$ cat src/hps_defs.svh
`ifndef HPS_DEFS_SVH
`define HPS_DEFS_SVH
`define HPS_I2C_ADDR     7'h43
`define HPS_A_FLOOR      8'h08
`define HPS_A_SHDN       8'h0A
`define HPS_A_BOOT       8'h0C
`define HPS_A_EXT        8'h0E
`define HPS_A_TRIM       8'h10
`define HPS_A_DELAY      8'h12
`define HPS_A_POLICY     8'h14
`define HPS_A_WAKE       8'h16
`define HPS_A_ALIVE      8'h18
`define HPS_A_VBAT       8'h19
`define HPS_A_SUPPLY_OUTPUT_LEVEL       8'h1B
`define HPS_RST_FLOOR    16'h0248
`define HPS_RST_SHDN     16'h025C
`define HPS_RST_BOOT     16'h0285
`define HPS_RST_EXT      16'h02CD
`define HPS_RST_TRIM     16'h0000
`define HPS_RST_DELAY    16'h0041
`define HPS_RST_POLICY   8'h00
`define HPS_RST_WAKE     16'h0000
`define HPS_POL_TOUCH    8'h00
`define HPS_POL_VBAT     8'h01
`define HPS_POL_SMART    8'h02
`define HPS_MINUTE_S     32'h0000_003C
`define HPS_CLK_HZ       32'h017D_7840
`endif

$ cat src/hps_pkg.sv
package hps_pkg;
  typedef logic [9:0] hps_level_t;
  typedef enum logic [4:0] {
    PWR_OFF  = 5'h01,
    PWR_BOOT = 5'h02,
    PWR_RUN  = 5'h04,
    PWR_WAIT = 5'h08,
    PWR_DLY  = 5'h10
  } hps_pwr_t;
  typedef enum logic [6:0] {
    I2C_IDLE  = 7'h01,
    I2C_ADDR  = 7'h02,
    I2C_ACK_A = 7'h04,
    I2C_WR    = 7'h08,
    I2C_ACK_W = 7'h10,
    I2C_RD    = 7'h20,
    I2C_ACK_R = 7'h40
  } hps_i2c_t;
endpackage

$ cat src/hps_if.sv
`timescale 1ns/10ps
interface hps_bus_if;
  logic       wr;
  logic [7:0] addr;
  logic [7:0] wdata;
  logic [7:0] rdata;
  modport target (output wr, addr, wdata, input rdata);
  modport regs   (input wr, addr, wdata, output rdata);
endinterface

interface hps_meas_if;
  logic [9:0]  vbat;
  logic [9:0]  supply_output_level;
  logic        fresh;
  logic [15:0] trim;
  modport meas (output vbat, supply_output_level, fresh, input trim);
  modport core (input vbat, supply_output_level, fresh, output trim);
endinterface

$ cat src/hps_i2c_target.sv
`timescale 1ns/10ps
`include "hps_defs.svh"
module hps_i2c_target (
  input  wire logic clk,
  input  wire logic rst_n,
  input  wire logic scl,
  input  wire logic sda_in,
  output logic      sda_oe_n,
  hps_bus_if.target bus
);
  import hps_pkg::*;

  hps_i2c_t   st_q, st_d;
  logic       scl_q, sda_q;
  logic [7:0] sr_q, sr_d, ptr_q, ptr_d;
  logic [3:0] cnt_q, cnt_d;
  logic       rw_q, rw_d, first_q, first_d;
  logic       oe_n_q, oe_n_d, wr_q, wr_d;
  logic       rise, fall, start, stop;

  assign rise  = scl & ~scl_q;
  assign fall  = ~scl & scl_q;
  assign start = scl & scl_q & sda_q & ~sda_in;
  assign stop  = scl & scl_q & ~sda_q & sda_in;

  always_comb begin
    st_d    = st_q;
    sr_d    = sr_q;
    ptr_d   = wr_q ? ptr_q + 8'h01 : ptr_q;
    cnt_d   = cnt_q;
    rw_d    = rw_q;
    first_d = first_q;
    oe_n_d  = oe_n_q;
    wr_d    = 1'b0;
    if (start) begin
      st_d    = I2C_ADDR;
      cnt_d   = 4'h0;
      first_d = 1'b1;
      oe_n_d  = 1'b1;
    end else if (stop) begin
      st_d   = I2C_IDLE;
      oe_n_d = 1'b1;
    end else begin
      case (st_q)
        I2C_IDLE: ;
        I2C_ADDR, I2C_WR: begin
          if (rise && cnt_q < 4'h8) begin
            sr_d  = {sr_q[6:0], sda_in};
            cnt_d = cnt_q + 4'h1;
          end else if (fall && cnt_q == 4'h8) begin
            if (st_q == I2C_WR) begin
              oe_n_d = 1'b0;
              st_d   = I2C_ACK_W;
            end else if (sr_q[7:1] == `HPS_I2C_ADDR) begin
              oe_n_d = 1'b0;
              rw_d   = sr_q[0];
              st_d   = I2C_ACK_A;
            end else begin
              st_d = I2C_IDLE;
            end
          end
        end
        I2C_ACK_A: begin
          if (fall) begin
            cnt_d = 4'h0;
            if (rw_q) begin
              sr_d   = bus.rdata;
              oe_n_d = bus.rdata[7];
              st_d   = I2C_RD;
            end else begin
              oe_n_d = 1'b1;
              st_d   = I2C_WR;
            end
          end
        end
        I2C_ACK_W: begin
          if (fall) begin
            oe_n_d = 1'b1;
            cnt_d  = 4'h0;
            st_d   = I2C_WR;
            // First byte after address sets the register pointer
            if (first_q) begin
              ptr_d   = sr_q;
              first_d = 1'b0;
            end else begin
              wr_d = 1'b1;
            end
          end
        end
        I2C_RD: begin
          if (fall) begin
            if (cnt_q == 4'h7) begin
              oe_n_d = 1'b1;
              ptr_d  = ptr_q + 8'h01;
              st_d   = I2C_ACK_R;
            end else begin
              cnt_d  = cnt_q + 4'h1;
              sr_d   = {sr_q[6:0], 1'b0};
              oe_n_d = sr_q[6];
            end
          end
        end
        I2C_ACK_R: begin
          if (rise && sda_in) begin
            st_d = I2C_IDLE;
          end else if (fall) begin
            sr_d   = bus.rdata;
            oe_n_d = bus.rdata[7];
            cnt_d  = 4'h0;
            st_d   = I2C_RD;
          end
        end
        default: begin
          st_d   = I2C_IDLE;
          oe_n_d = 1'b1;
        end
      endcase
    end
  end

  always_ff @(posedge clk) begin
    if (!rst_n) begin
      st_q    <= I2C_IDLE;
      scl_q   <= 1'b1;
      sda_q   <= 1'b1;
      sr_q    <= 8'h00;
      ptr_q   <= 8'h00;
      cnt_q   <= 4'h0;
      rw_q    <= 1'b0;
      first_q <= 1'b0;
      oe_n_q  <= 1'b1;
      wr_q    <= 1'b0;
    end else begin
      st_q    <= st_d;
      scl_q   <= scl;
      sda_q   <= sda_in;
      sr_q    <= sr_d;
      ptr_q   <= ptr_d;
      cnt_q   <= cnt_d;
      rw_q    <= rw_d;
      first_q <= first_d;
      oe_n_q  <= oe_n_d;
      wr_q    <= wr_d;
    end
  end

  assign sda_oe_n  = oe_n_q;
  assign bus.wr    = wr_q;
  assign bus.addr  = ptr_q;
  assign bus.wdata = sr_q;
endmodule // hps_i2c_target

$ cat src/hps_meas.sv
`timescale 1ns/10ps
`include "hps_defs.svh"
module hps_meas (
  input  wire logic               clk,
  input  wire logic               rst_n,
  input  wire hps_pkg::hps_level_t adc_vbat,
  input  wire hps_pkg::hps_level_t adc_supply_output_level,
  input  wire logic               adc_valid,
  hps_meas_if.meas                m
);
  import hps_pkg::*;

  hps_level_t vbat_q, vbat_d, supply_output_level_q, supply_output_level_d;
  logic       fresh_q, fresh_d;

  // Signed trim, clamped to the 10-bit range
  function automatic hps_level_t trimmed(input hps_level_t raw,
                                         input logic [15:0] trim);
    logic signed [17:0] s;
    s = $signed({8'h00, raw}) + $signed({trim[15], trim[15], trim});
    if (s < 0) trimmed = 10'h000;
    else if (s > 18'sh0_03FF) trimmed = 10'h3FF;
    else trimmed = s[9:0];
  endfunction

  always_comb begin
    vbat_d  = vbat_q;
    supply_output_level_d  = supply_output_level_q;
    fresh_d = adc_valid;
    if (adc_valid) begin
      vbat_d = trimmed(adc_vbat, m.trim);
      supply_output_level_d = trimmed(adc_supply_output_level, m.trim);
    end
  end

  always_ff @(posedge clk) begin
    if (!rst_n) begin
      vbat_q  <= 10'h000;
      supply_output_level_q  <= 10'h000;
      fresh_q <= 1'b0;
    end else begin
      vbat_q  <= vbat_d;
      supply_output_level_q  <= supply_output_level_d;
      fresh_q <= fresh_d;
    end
  end

  assign m.vbat  = vbat_q;
  assign m.supply_output_level  = supply_output_level_q;
  assign m.fresh = fresh_q;
endmodule // hps_meas

$ cat src/hps_top.sv
`timescale 1ns/10ps
`include "hps_defs.svh"
module hps_top #(
  parameter int unsigned MINUTE_CYCLES = `HPS_MINUTE_S * `HPS_CLK_HZ
) (
  input  wire logic                CLK,
  input  wire logic                RST_N,
  input  wire logic                SCL,
  input  wire logic                SDA_IN,
  output logic                     SDA_OUT,
  output logic                     SDA_OE_N,
  input  wire hps_pkg::hps_level_t ADC_VBAT,
  input  wire hps_pkg::hps_level_t ADC_SUPPLY_OUTPUT_LEVEL,
  input  wire logic                ADC_VALID,
  input  wire logic                TOUCH_ON,
  input  wire logic                TOUCH_OFF,
  input  wire logic                SYS_TICK,
  input  wire logic                HOST_TX,
  output logic                     HOST_POWER_EN,
  output logic                     POWER_INDICATOR_LED
);
  import hps_pkg::*;

  localparam logic [15:0] CFG_RST [6] = '{`HPS_RST_FLOOR, `HPS_RST_SHDN,
    `HPS_RST_BOOT, `HPS_RST_EXT, `HPS_RST_TRIM, `HPS_RST_DELAY};
  localparam logic [30:0] MIN_LAST = 31'(MINUTE_CYCLES - 1);

  hps_bus_if  bus ();
  hps_meas_if m ();

  hps_i2c_target u_i2c (
    .clk      (CLK),
    .rst_n    (RST_N),
    .scl      (SCL),
    .sda_in   (SDA_IN),
    .sda_oe_n (SDA_OE_N),
    .bus      (bus.target)
  );

  hps_meas u_meas (
    .clk       (CLK),
    .rst_n     (RST_N),
    .adc_vbat  (ADC_VBAT),
    .adc_supply_output_level  (ADC_SUPPLY_OUTPUT_LEVEL),
    .adc_valid (ADC_VALID),
    .m         (m.meas)
  );

  // Config words 0..5 sit at byte pairs from the floor level upward
  logic [15:0] cfg_q [6];
  logic [15:0] cfg_d [6];
  logic [7:0]  policy_q, policy_d;
  logic [15:0] wake_q, wake_d, dly_q, dly_d;
  logic [30:0] min_q, min_d;
  hps_pwr_t    st_q, st_d;
  logic        alive_q, alive_d, power_q, power_d;
  logic        led_q, led_d, lowv_q, lowv_d;
  logic [15:0] vb16, vo16;
  logic [2:0]  idx;
  logic        in_cfg, floor_hit, shdn_hit, boot_ok, ext_on;
  logic        min_tick, wake_fire, want_boot, alive_wr;
  logic [7:0]  rd;

  function automatic logic [7:0] byte_of(input logic [15:0] v,
                                         input logic hi);
    byte_of = hi ? v[15:8] : v[7:0];
  endfunction

  // Write strobe aimed at one byte address
  function automatic logic reg_hit(input logic       wr,
                                   input logic [7:0] addr,
                                   input logic [7:0] at);
    reg_hit = wr && addr == at;
  endfunction

  assign vb16      = {6'h00, m.vbat};
  assign vo16      = {6'h00, m.supply_output_level};
  assign in_cfg    = bus.addr >= `HPS_A_FLOOR && bus.addr < `HPS_A_POLICY;
  assign idx       = 3'((bus.addr - `HPS_A_FLOOR) >> 1);
  assign floor_hit = vb16 < cfg_q[0];
  assign shdn_hit  = vb16 < cfg_q[1];
  assign boot_ok   = vb16 >= cfg_q[2];
  assign ext_on    = vo16 >= cfg_q[3];
  assign alive_wr  = reg_hit(bus.wr, bus.addr, `HPS_A_ALIVE);
  assign min_tick  = min_q == MIN_LAST;
  assign wake_fire = st_q == PWR_OFF && wake_q == 16'h0001 && min_tick;
  assign m.trim    = cfg_q[4];

  // Policy and wake timer are independent boot causes
  always_comb begin
    want_boot = TOUCH_ON | wake_fire;
    if (policy_q == `HPS_POL_VBAT) want_boot = 1'b1;
    if (policy_q == `HPS_POL_SMART && lowv_q) want_boot = 1'b1;
  end

  // Register read map
  always_comb begin
    rd = 8'h00;
    if (in_cfg) rd = byte_of(cfg_q[idx], bus.addr[0]);
    case (bus.addr)
      `HPS_A_POLICY:         rd = policy_q;
      `HPS_A_WAKE:           rd = wake_q[7:0];
      `HPS_A_WAKE + 8'h01:   rd = wake_q[15:8];
      `HPS_A_ALIVE:          rd = {7'h00, alive_q};
      `HPS_A_VBAT:           rd = byte_of(vb16, 1'b0);
      `HPS_A_VBAT + 8'h01:   rd = byte_of(vb16, 1'b1);
      `HPS_A_SUPPLY_OUTPUT_LEVEL:           rd = byte_of(vo16, 1'b0);
      `HPS_A_SUPPLY_OUTPUT_LEVEL + 8'h01:   rd = byte_of(vo16, 1'b1);
      default: ;
    endcase
  end
  assign bus.rdata = rd;

  // Configuration words, one byte lane per access
  for (genvar g = 0; g < 6; g++) begin : g_cfg
    localparam logic [7:0] LO = 8'(`HPS_A_FLOOR + 2 * g);

    always_comb begin
      cfg_d[g] = cfg_q[g];
      if (reg_hit(bus.wr, bus.addr, LO)) begin
        cfg_d[g][7:0] = bus.wdata;
      end
      if (reg_hit(bus.wr, bus.addr, LO + 8'h01)) begin
        cfg_d[g][15:8] = bus.wdata;
      end
    end

    always_ff @(posedge CLK) begin
      if (!RST_N) begin
        cfg_q[g] <= CFG_RST[g];
      end else begin
        cfg_q[g] <= cfg_d[g];
      end
    end
  end

  always_comb begin
    policy_d = policy_q;
    if (reg_hit(bus.wr, bus.addr, `HPS_A_POLICY)) begin
      policy_d = bus.wdata;
    end
  end

  always_ff @(posedge CLK) begin
    if (!RST_N) begin
      policy_q <= `HPS_RST_POLICY;
    end else begin
      policy_q <= policy_d;
    end
  end

  // Prescaler only runs while off and armed, so minutes start at off
  always_comb begin
    wake_d = wake_q;
    min_d  = 31'h0000_0000;
    if (st_q == PWR_OFF && wake_q != 16'h0000) begin
      min_d = min_tick ? 31'h0000_0000 : min_q + 31'h0000_0001;
      if (min_tick) begin
        wake_d = wake_q - 16'h0001;
      end
    end
    // Host write wins over a same-cycle decrement
    if (reg_hit(bus.wr, bus.addr, `HPS_A_WAKE)) begin
      wake_d[7:0] = bus.wdata;
    end
    if (reg_hit(bus.wr, bus.addr, `HPS_A_WAKE + 8'h01)) begin
      wake_d[15:8] = bus.wdata;
    end
  end

  always_ff @(posedge CLK) begin
    if (!RST_N) begin
      wake_q <= `HPS_RST_WAKE;
      min_q  <= 31'h0000_0000;
    end else begin
      wake_q <= wake_d;
      min_q  <= min_d;
    end
  end

  // Power sequencing and indicator LED
  always_comb begin
    st_d    = st_q;
    power_d = power_q;
    alive_d = alive_q;
    lowv_d  = lowv_q;
    dly_d   = dly_q;
    led_d   = led_q;
    case (st_q)
      PWR_OFF: begin
        alive_d = 1'b0;
        led_d   = 1'b0;
        if (want_boot && boot_ok && !ext_on) begin
          power_d = 1'b1;
          lowv_d  = 1'b0;
          led_d   = 1'b1;
          st_d    = PWR_BOOT;
        end
      end
      PWR_BOOT: begin
        alive_d = 1'b0;
        if (SYS_TICK) led_d = ~led_q;
        if (alive_wr && bus.wdata != 8'h00) begin
          alive_d = 1'b1;
          led_d   = 1'b1;
          st_d    = PWR_RUN;
        end
      end
      PWR_RUN: begin
        led_d = 1'b1;
        if (m.fresh && shdn_hit) begin
          alive_d = 1'b0;
          lowv_d  = 1'b1;
          st_d    = PWR_WAIT;
        end else if (TOUCH_OFF) begin
          alive_d = 1'b0;
          st_d    = PWR_WAIT;
        end else if (alive_wr && bus.wdata == 8'h00) begin
          alive_d = 1'b0;
          st_d    = PWR_WAIT;
        end
      end
      PWR_WAIT: begin
        alive_d = 1'b0;
        if (SYS_TICK) led_d = ~led_q;
        if (!HOST_TX) begin
          dly_d = cfg_q[5];
          st_d  = PWR_DLY;
        end
      end
      PWR_DLY: begin
        alive_d = 1'b0;
        if (SYS_TICK) led_d = ~led_q;
        if (dly_q == 16'h0000) begin
          power_d = 1'b0;
          led_d   = 1'b0;
          st_d    = PWR_OFF;
        end else if (SYS_TICK) begin
          dly_d = dly_q - 16'h0001;
        end
      end
      default: begin
        power_d = 1'b0;
        alive_d = 1'b0;
        led_d   = 1'b0;
        st_d    = PWR_OFF;
      end
    endcase
    // Floor cut overrides every other decision in every state but PWR_OFF, no handshake
    if (m.fresh && floor_hit && st_q != PWR_OFF) begin
      power_d = 1'b0;
      alive_d = 1'b0;
      lowv_d  = 1'b1;
      led_d   = 1'b0;
      st_d    = PWR_OFF;
    end
  end

  always_ff @(posedge CLK) begin
    if (!RST_N) begin
      dly_q    <= 16'h0000;
      st_q     <= PWR_OFF;
      alive_q  <= 1'b0;
      power_q  <= 1'b0;
      led_q    <= 1'b0;
      lowv_q   <= 1'b0;
    end else begin
      dly_q    <= dly_d;
      st_q     <= st_d;
      alive_q  <= alive_d;
      power_q  <= power_d;
      led_q    <= led_d;
      lowv_q   <= lowv_d;
    end
  end

  // Open-drain: only ever pulls low, enable does the work
  assign SDA_OUT             = 1'b0;
  assign HOST_POWER_EN       = power_q;
  assign POWER_INDICATOR_LED = led_q;
endmodule // hps_top

$ cat config.mk
export PLATFORM = sky130hd
export DESIGN_NAME = hps_top
export DESIGN_NICKNAME = d
export VERILOG_FILES = /design/src/hps_pkg.sv /design/src/hps_if.sv /design/src/hps_i2c_target.sv /design/src/hps_meas.sv /design/src/hps_top.sv
export VERILOG_INCLUDE_DIRS = /design/src
export SDC_FILE = /design/constraint.sdc
export NUM_CORES = 1
export LEC_CHECK = 0
export ABC_AREA = 1
export BUFFER_PORTS_ARGS = -buffer_cell sky130_fd_sc_hd__buf_2
export CORE_ASPECT_RATIO = 0.8
export CORE_MARGIN = 5
export CORE_UTILIZATION = 50
export CTS_CLUSTER_SIZE = 30
export DETAILED_ROUTE_END_ITERATION = 10
export PLACE_DENSITY = 0.66
export SLEW_MARGIN = 30
export SYNTH_ARGS = -nofsm -noshare
export SYNTH_HDL_FRONTEND = slang
export SYNTH_SLANG_ARGS = --single-unit
$ cat constraint.sdc
create_clock -name CLK -period 3.5 [get_ports CLK]
set_input_delay 0.35 -clock CLK [delete_from_list [all_inputs] [get_ports CLK]]
set_output_delay 0.35 -clock CLK [all_outputs]
set_load 0.01 [all_outputs]
# After elaboration in Yosys (flattened, before gate mapping)
# Memories as Yosys holds them, arrays and structs flattened.
# Index checks and enable logic that the tools add are counted.
# W data, S select, Z words.
op_classes:
  add_sub_neg: 8
  magnitude_cmp: 11
  eq_ne: 71
  muxes: 115
  n_bitwise: 29
  reduce_logical: 67
ops:
  columns: ["operator", "n"]
  rows:
  - ["$mux W8", 30]
  - ["$mux W16", 11]
  - ["$eq A8 B5 Y1 const B", 12]
  - ["$eq A8 B4 Y1 const B", 8]
  - ["$pmux W8 S8", 1]
  - ["$mux W7", 9]
  - ["$pmux W7 S6", 1]
  - ["$mux W10", 4]
  - ["$mux W5", 7]
  - ["$add A11 B16 Y17", 2]
  - ["$gt A17 B11 Y1 const B", 2]
  - ["$lt A17 B1 Y1 const B", 2]
  - ["$mux W1", 33]
  - ["$ge A10 B16 Y1", 2]
  - ["$lt A10 B16 Y1", 2]
  - ["$pmux W16 S2", 1]
  - ["$pmux W8 S4", 1]
  - ["$sub A16 B1 Y16 const B", 2]
  - ["$add A31 B1 Y31 const B", 1]
  - ["$eq A31 B31 Y1 const B", 1]
  - ["$logic_and A1 B1 Y1", 31]
  - ["$pmux W5 S5", 1]
  - ["$mux W4", 5]
  - ["$ne A2 B1 Y1 const B", 10]
  - ["62 further kinds", 122]
totals:
  ff_bits: 134
  ramBits: 96
  inputBits: 29
  output_inout_bits: 4
  word_cells: 326
  memories: 1
mem_list:
  columns: ["name", "words", "width", "rd", "rd_ports_with_merged_regs", "wr", "line", "source"]
  rows:
  - ["cfg_q", 6, 16, 7, 0, 6, "hps_top.sv:50", "logic [15:0] cfg_q [6];"]

# Depth between registers and ports, before layout
# Gate-level depths: netlist of run 1.
logic_depth:
  ltp_word: 11
  depth_mapped: 17
  mapped_depth_nobuf: 17

# By module
# Synthesis of run 1 repeated with hierarchy kept, for this count alone.
hier_totals:
  hier_cells: 2228
  hier_area_um2: 14651.6
modules_own_cells:
  columns: ["mod", "instances", "cells_each", "area_each_um2", "seq_area_each_um2"]
  rows:
  - ["hps_top", 1, 1455, 10030.9, 3523.4]
  - ["hps_meas", 1, 401, 2329.7, 420.4]
  - ["hps_i2c_target", 1, 372, 2290.9, 660.6]

# Least setup slack after synthesis of run 1
# No wires, ideal clock.
synth_path:
  path_type: "register -> register"
  from: "mem cfg_q[4][0]"
  to: "reg u_meas.vbat_q[8] (netlist: u_meas.m.vbat[8])"
  setup_time_ns: 0.134
  arrival_time_ns: 1.890
  required_time_ns: 3.366
  path_slack_ns: 1.477
  stages_incl_launch_ff: 16
  n_path_buf: 0
  synth_period_minus_slack_ns: 2.023
  path_cell_list: "dfxtp_1 ha_1 inv_1 fa_1 inv_1 nand3_1 nand3_1 nand2_1 nand2_1 nand3_1 nor2_1 nand2_1 nand2_2 nand2_1 nand2_1 a21oi_1"
synth_rtl:
  columns: ["item", "line", "source"]
  rows:
  - ["start: declaration", "hps_top.sv:50", null]
  - ["end signal: assignment", "hps_meas.sv:42", "vbat_q <= vbat_d;"]
  - ["end: declaration", "hps_meas.sv:13", "hps_level_t vbat_q, vbat_d, supply_output_level_q, supply_output_level_d;"]

# Worst setup path after layout of run 1
layout_path:
  from: "reg u_i2c.sr_q[6] (netlist: u_i2c.bus.wdata[6])"
  to: "reg u_i2c.oe_n_q (netlist: u_i2c.sda_oe_n)"
layout_via:
  elab_chain_len: 3
layout_rtl:
  columns: ["item", "line", "source"]
  rows:
  - ["start: declaration", "hps_i2c_target.sv:15", "logic [7:0] sr_q, sr_d, ptr_q, ptr_d;"]
  - ["start signal: assignment", "hps_i2c_target.sv:137", "sr_q <= sr_d;"]
  - ["$eq A7 B7 Y1 (no line) or $mux W1 (tied branches)", null, null]
  - ["$ne A3 B1 Y1 (no line) or $mux W1 (tied branches)", null, null]
  - ["$reduce_and A9 Y1 (no line) or $pmux W1 S6 (tied branches)", null, null]
  - ["end signal: assignment", "hps_i2c_target.sv:142", "oe_n_q <= oe_n_d;"]
  - ["end: declaration", "hps_i2c_target.sv:18", "logic oe_n_q, oe_n_d, wr_q, wr_d;"]
# Several ways; a longest one is shown, not always the timed one. The select of a mux whose other input is x is not followed.
# A chain may end at the register's enable or synchronous reset.

==> key figures, run 1 <==
Worst setup path
  – Critical Path Sink Type: register
  – Crit path DAT: 3240 ps
  – Critical path data required time: 3920 ps
  – Kind of critical path: register to register
  – Nature of the critical path startpoint: register
  – Critical Path Fanout Max: 12

Clock network
  – Clk pin slew, worst setup/hold paths: 60 ps
  – Post-CTS Hold Buffers: 0
  – CTS sink cnt: 230
  – Setup bufs post-CTS: 0
  – Max Root-Sink Buffers: 3
  – H-tree depth: 1
  – Worst-Skew Late Latency: 530 ps
  – CTS Root Cell: clkbuf_16
  – CTS tree: yes
  – Post-CTS sizing: 0
  – CTS Buf Count: 25

Cells and area
  – Area Overhead vs Synth: 9.59%
  – # diodes: 0
  – Layout cells sized above 1: 8.43%
  – Post-Layout Cell Count: 2,517
  – Final #Nets: 2,227

Timing
  – Setup violations, final: 0
  – Final worst slack: 677 ps
  – Final hold slack: 79.0 ps
  – Final min period: 2820 ps
  – Measured slew at the worst slew-check pin: 922 ps
  – Final Hold Viols: 0
  – Fmax: 0.354 GHz
  – Clk_skew: 11.4 ps
  – Setup TNS: 0 ps
  – Final max-slew violation count: 0
  – Crit share post-route: 80.7%
  – RSZ-0062 raised after global routing: no
  – Slew Limit Headroom: 38.3%

Synthesis
  – Mapped Nets: 2,225
  – Syn avg cell area: 6.68 um2
  – Synth cell types: 56
  – Seq/Total Area, Yosys: 32.4%
  – Count leader, synth: nand2_1
  – Most used DFF post-synth: dfxtp_1
  – Synth top area share: 32.4%
  – Cell count after synthesis: 2,126
  – Yosys top cell by area: dfxtp_1
  – Top post-synthesis cells by count: nand2_1, inv_1, dfxtp_1
  – Top post-synthesis cells by area: dfxtp_1, nand2_1, a21oi_1
  – Number of warnings issued by yosys: 0
  – Mapped Area: 0.0142 mm2
  – Number of synthesized register bits: 230
  – Post-synth EDFFs: 0
  – Ys async rst share: 0%

Routing
  – Wire length per cell: 18.3 um
  – Via density: 5.72
  – Drt drc: 0
  – DRT iter0 DRCs: 1,657
  – Post-route ant nets: 0
  – Pre-antenna DRT Iters: 7
  – Routed Wire Length: 46,000 um
  – Vias: 14,400

Die
  – Die H: 161 um
  – Total die area: 0.0319 mm2
  – Die X: 198 um
  – Initial core utilization: 50.4%
  – Row cnt: 55
  – Core area: 0.0281 mm2
  – Top Ports: 33

Flow run
  – Max-cap violations: 0

Placed design
  – HPWL after detailed placement: 34,400 um
  – Setup WS pre-CTS: 760 ps
  – Placed cell count: 2,471
  – Placer Congestion: 0.998
  – Number of I/O port buffers: 31

Pwr
  – Peak supply drop: 0.000344 V
  – Power Density: 437 mW/mm2
  – LEAKAGE: 6.74 nW

GRT
  – First-pass GRT wire length: 72,000 um
  – Vias in the first global route: 13,100
  – Grt total ovfl: 0
  – Pin count of the biggest net entering global routing: 110
  – Total global-route track usage: 28.1%
  – Initial antenna violation count: 0

Run status
  – Run status: complete, no violations

Worst hold path
  – Worst hold path type: primary input to register
final cells by class:
cell class | count | area, um2
clock buffers | 33 | 706
clock inverters | 13 | 199
fillers | 2770 | 12600
inverters | 268 | 1010
multi-input cells | 1547 | 8220
flip-flops and latches | 230 | 4600
well taps | 370 | 463
repair buffers | 56 | 358
metrics by stage:
step / power (mW) / utilization, % / instance area, um2
6_report: 6.81 / 55.3 / 15600
5_1_grt: 7.07 / 55.3 / 15600
4_1_cts: 6.83 / 55.3 / 15600
3_5_place_dp: 3.93 / 52.0 / 14600
3_3_place_gp: 3.92 / 52.0 / 14600
2_1_floorplan: 3.59 / - / 14200
cells by family after synthesis:
group,after synthesis,synth area share [%]
simple gates,900,28.2
buf+inv,349,9.74
flops,230,32.4
fa+ha+maj,70,6.27
compound gates,533,20.6
xor+xnor,43,2.65
other cells,1,0.0264
critical path, cell delays in order (launching register included):
cell,delay (ps)
dfxtp_1,460
inv_1,580
nand4_1,340
nor4_1,580
nor2_1,120
nor4_1,430
nor2_1,70
nor2_1,90
nand2_1,50
flip-flops by register name (all words and copies together) (netlist names), 7 cells and up:
signal                        flops
min_q                            31
u_i2c.bus.wdata                   8
policy_q                          8
dly_q                            16
u_i2c.bus.addr                    8
u_meas.m.supply_output_level     10
cfg_q                            96
u_meas.m.vbat                    10
wake_q                           16
u_i2c.st_q                        7
where the power goes:
part / switching (mW) / internal, mW
Combinational: 0.741 / 0.321
Clock: 1.12 / 1.79
Sequential: 0.130 / 2.70
final timing paths:
path	startpoint	endpoint	slack, ps	cells past startpoint
setup / recovery	u_i2c.bus.wdata[6]	u_i2c.sda_oe_n	680	8
hold / removal	SDA_IN	u_i2c.sda_q	80	3
setup reg to reg	u_i2c.bus.wdata[6]	u_i2c.sda_oe_n	680	8
hold reg to reg	min_q[0]	min_q[0]	450	1
layer usage:
metal	global-route usage, %	up-vias	wire length (um)
met3	7.28	71	5100
met4	5.76	0	955
met1	43.4	6601	21600
met5	0	-	0
met2	39.1	603	18400
li1	-	7123	-
cells in the final DEF (no fill, tap or decap), drive strengths merged, types with 3 or more instances in the layout:
master and count:
a211oi 11, a21oi 226, a31oi 16, and3 3, buf 56, bufinv 5
clkbuf 33, clkinv 8, dfxtp 230, ha 68, inv 266, nand2 468
nand3 140, nand3b 6, nand4 39, nor2 193, nor3 24, nor3b 7
nor4 14, o211ai 27, o21ai 196, o221ai 5, o22ai 38, o31ai 3
or2 3, xnor2 17, xor2 26
No activity file was read; power rests on OpenSTA's default activity.
==> run 2: changes to the inputs <==
PLACE_DENSITY = 0.69   (was 0.66)
clock period = 2.5 ns   (was 3.5 ns; I/O delays follow)
==> key figures, run 2 (same netlist as run 1, synthesis figures left out) <==
Routing
  – Routed Wire Length: 46,400 um
  – Pre-antenna DRT Iters: 6
  – Post-route ant nets: 0
  – DRT iter0 DRCs: 1,614
  – Vias: 14,700
  – Via density: 5.76
  – Wire length per cell: 18.2 um
  – Drt drc: 0

Clock network
  – H-tree depth: 1
  – CTS tree: yes
  – Setup bufs post-CTS: 0
  – CTS sink cnt: 230
  – Clk pin slew, worst setup/hold paths: 60 ps
  – Worst-Skew Late Latency: 540 ps
  – Max Root-Sink Buffers: 3
  – CTS Buf Count: 26
  – CTS Root Cell: clkbuf_16

Worst setup path
  – Critical Path Fanout Max: 8
  – Reg2reg path depth: 15
  – Kind of critical path: register to register
  – FF-to-FF End: u_meas.m.supply_output_level[4]
  – Worst r2r src: cfg_q[4][2]
  – Critical-path cell list: ha_1 > nand3_1 > nand3_1 > nand2_1 > nand2_1 > nand2_1 > nand2_1 > nand3_1 > nand2_1 > nor2_1 > nand2_1 > nand2_2 > nand2_1 > nand2_1 > a21oi_1
  – Crit path DAT: 2720 ps
  – CP max-delay cell: ha_1
  – Critical Path Sink Type: register
  – Delay of the slowest critical-path stage: 360 ps
  – Critical path data required time: 2900 ps
  – Nature of the critical path startpoint: register
  – Reg2Reg Setup Slack: 180 ps
  – CP dominant cell by count: nand2_1

GRT
  – First-pass GRT wire length: 73,200 um
  – Total global-route track usage: 28.3%
  – Grt total ovfl: 0
  – Vias in the first global route: 13,300
  – Pin count of the biggest net entering global routing: 75
  – Initial antenna violation count: 0

Timing
  – Final min period: 2320 ps
  – Setup violations, final: 0
  – Final max-slew violation count: 0
  – RSZ-0062 raised after global routing: no
  – Slew Limit Headroom: 52.0%
  – Crit share post-route: 92.7%
  – Fmax: 0.432 GHz
  – Clk_skew: 12.4 ps
  – Final Hold Viols: 0
  – Setup TNS: 0 ps
  – Measured slew at the worst slew-check pin: 720 ps

Pwr
  – Power Density: 594 mW/mm2
  – Total power: 9.40 mW
  – Peak supply drop: 0.000492 V
  – LEAKAGE: 6.91 nW

Cells and area
  – Layout cells sized above 1: 10.2%
  – Largest registers: cfg_q: 96 flops, min_q: 31 flops
  – # diodes: 0
  – Final #Nets: 2,264
  – Most frequent cells in the layout: nand2_1, inv_1, dfxtp_1, a21oi_1, o21ai_0
  – Max FFs per register: 96
  – Most common cell after layout, fill and taps aside: nand2_1
  – Most flop-heavy register: cfg_q
  – Area Overhead vs Synth: 11.4%

Run status
  – Run status: complete, no violations

Die
  – Top Ports: 33
  – Core area: 0.0281 mm2
  – Die H: 161 um
  – Die X: 198 um
  – Total die area: 0.0319 mm2
  – Row cnt: 55
  – Initial core utilization: 50.4%

Worst hold path
  – WHS Endpoint: u_meas.m.fresh
  – Hold path startpoint: ADC_VALID
  – Worst hold path type: primary input to register
  – WHS Path Cells: 3

Placed design
  – Number of I/O port buffers: 31
  – Placer Congestion: 1.00
  – HPWL after detailed placement: 34,500 um

Flow run
  – Max-cap violations: 0
-- run 2: layout make-up --
class                   instances  area [um2]
fillers                      2784       12300
multi-input cells            1547        8240
flip-flops and latches        230        4620
inverters                     268        1010
clock buffers                  36         748
repair buffers                 92         633
well taps                     370         463
clock inverters                 9         111
-- run 2: worst max path at each step --
stage	start	endpoint	depth (start not counted)
after floorplan	cfg_q[4][0]	u_meas.m.vbat[8]	15
after global placement	cfg_q[4][0]	u_meas.m.vbat[9]	15
after detailed placement	cfg_q[4][0]	u_meas.m.vbat[6]	15
after CTS	cfg_q[4][0]	u_meas.m.supply_output_level[4]	15
after global routing	cfg_q[4][2]	u_meas.m.supply_output_level[3]	16
final	cfg_q[4][2]	u_meas.m.supply_output_level[4]	15
-- run 2: where the power goes --
group | internal, mW | switching [mW] | total (mW)
clock | 2.29 | 1.59 | 3.88
combinational | 0.486 | 1.13 | 1.62
sequential | 3.79 | 0.126 | 3.91
total | 6.56 | 2.84 | 9.40
-- run 2: routing by layer --
layer  GRT usage (%)  part of all wire (%)  vias up  wire length, um
li1                -                     -     7203                -
met1            43.1                    47     6748            21600
met2            41.1                    41      674            19200
met3            5.37                   9.6       81             4480
met4            6.73                   2.4        0             1120
met5               0                     0        -                0
-- run 2: repair_timing --
action / in CTS / in global routing
endpoints found under the hold margin: 2 / 0
setup endpoints to repair: 0 / 18
resized for setup: 0 / 13
hold buffers: 2 / 0
-- run 2: per-stage QoR --
stage          instance area [um2]  hold slack (ps)  setup WS [ps]  util [%]  instances
4_1_cts                      15800             1.48            154      56.1       2552
2_1_floorplan                14200              343            477         -       2126
6_report                     15800             22.1            183      56.2       2552
3_5_place_dp                 14900              444            173      52.9       2505
5_1_grt                      15800             37.5           3.19      56.2       2552
3_3_place_gp                 14900              431            234      52.9       2505
-- run 2: worst max-delay path: cells and delay by family, from the launching register on --
family / cells / cell delay, ps
adder cells (fa/ha/maj): 1 / 360
AO/OA/AOI/OAI: 1 / 70
AND/OR/NAND/NOR: 13 / 1380
flip-flops: 1 / 350
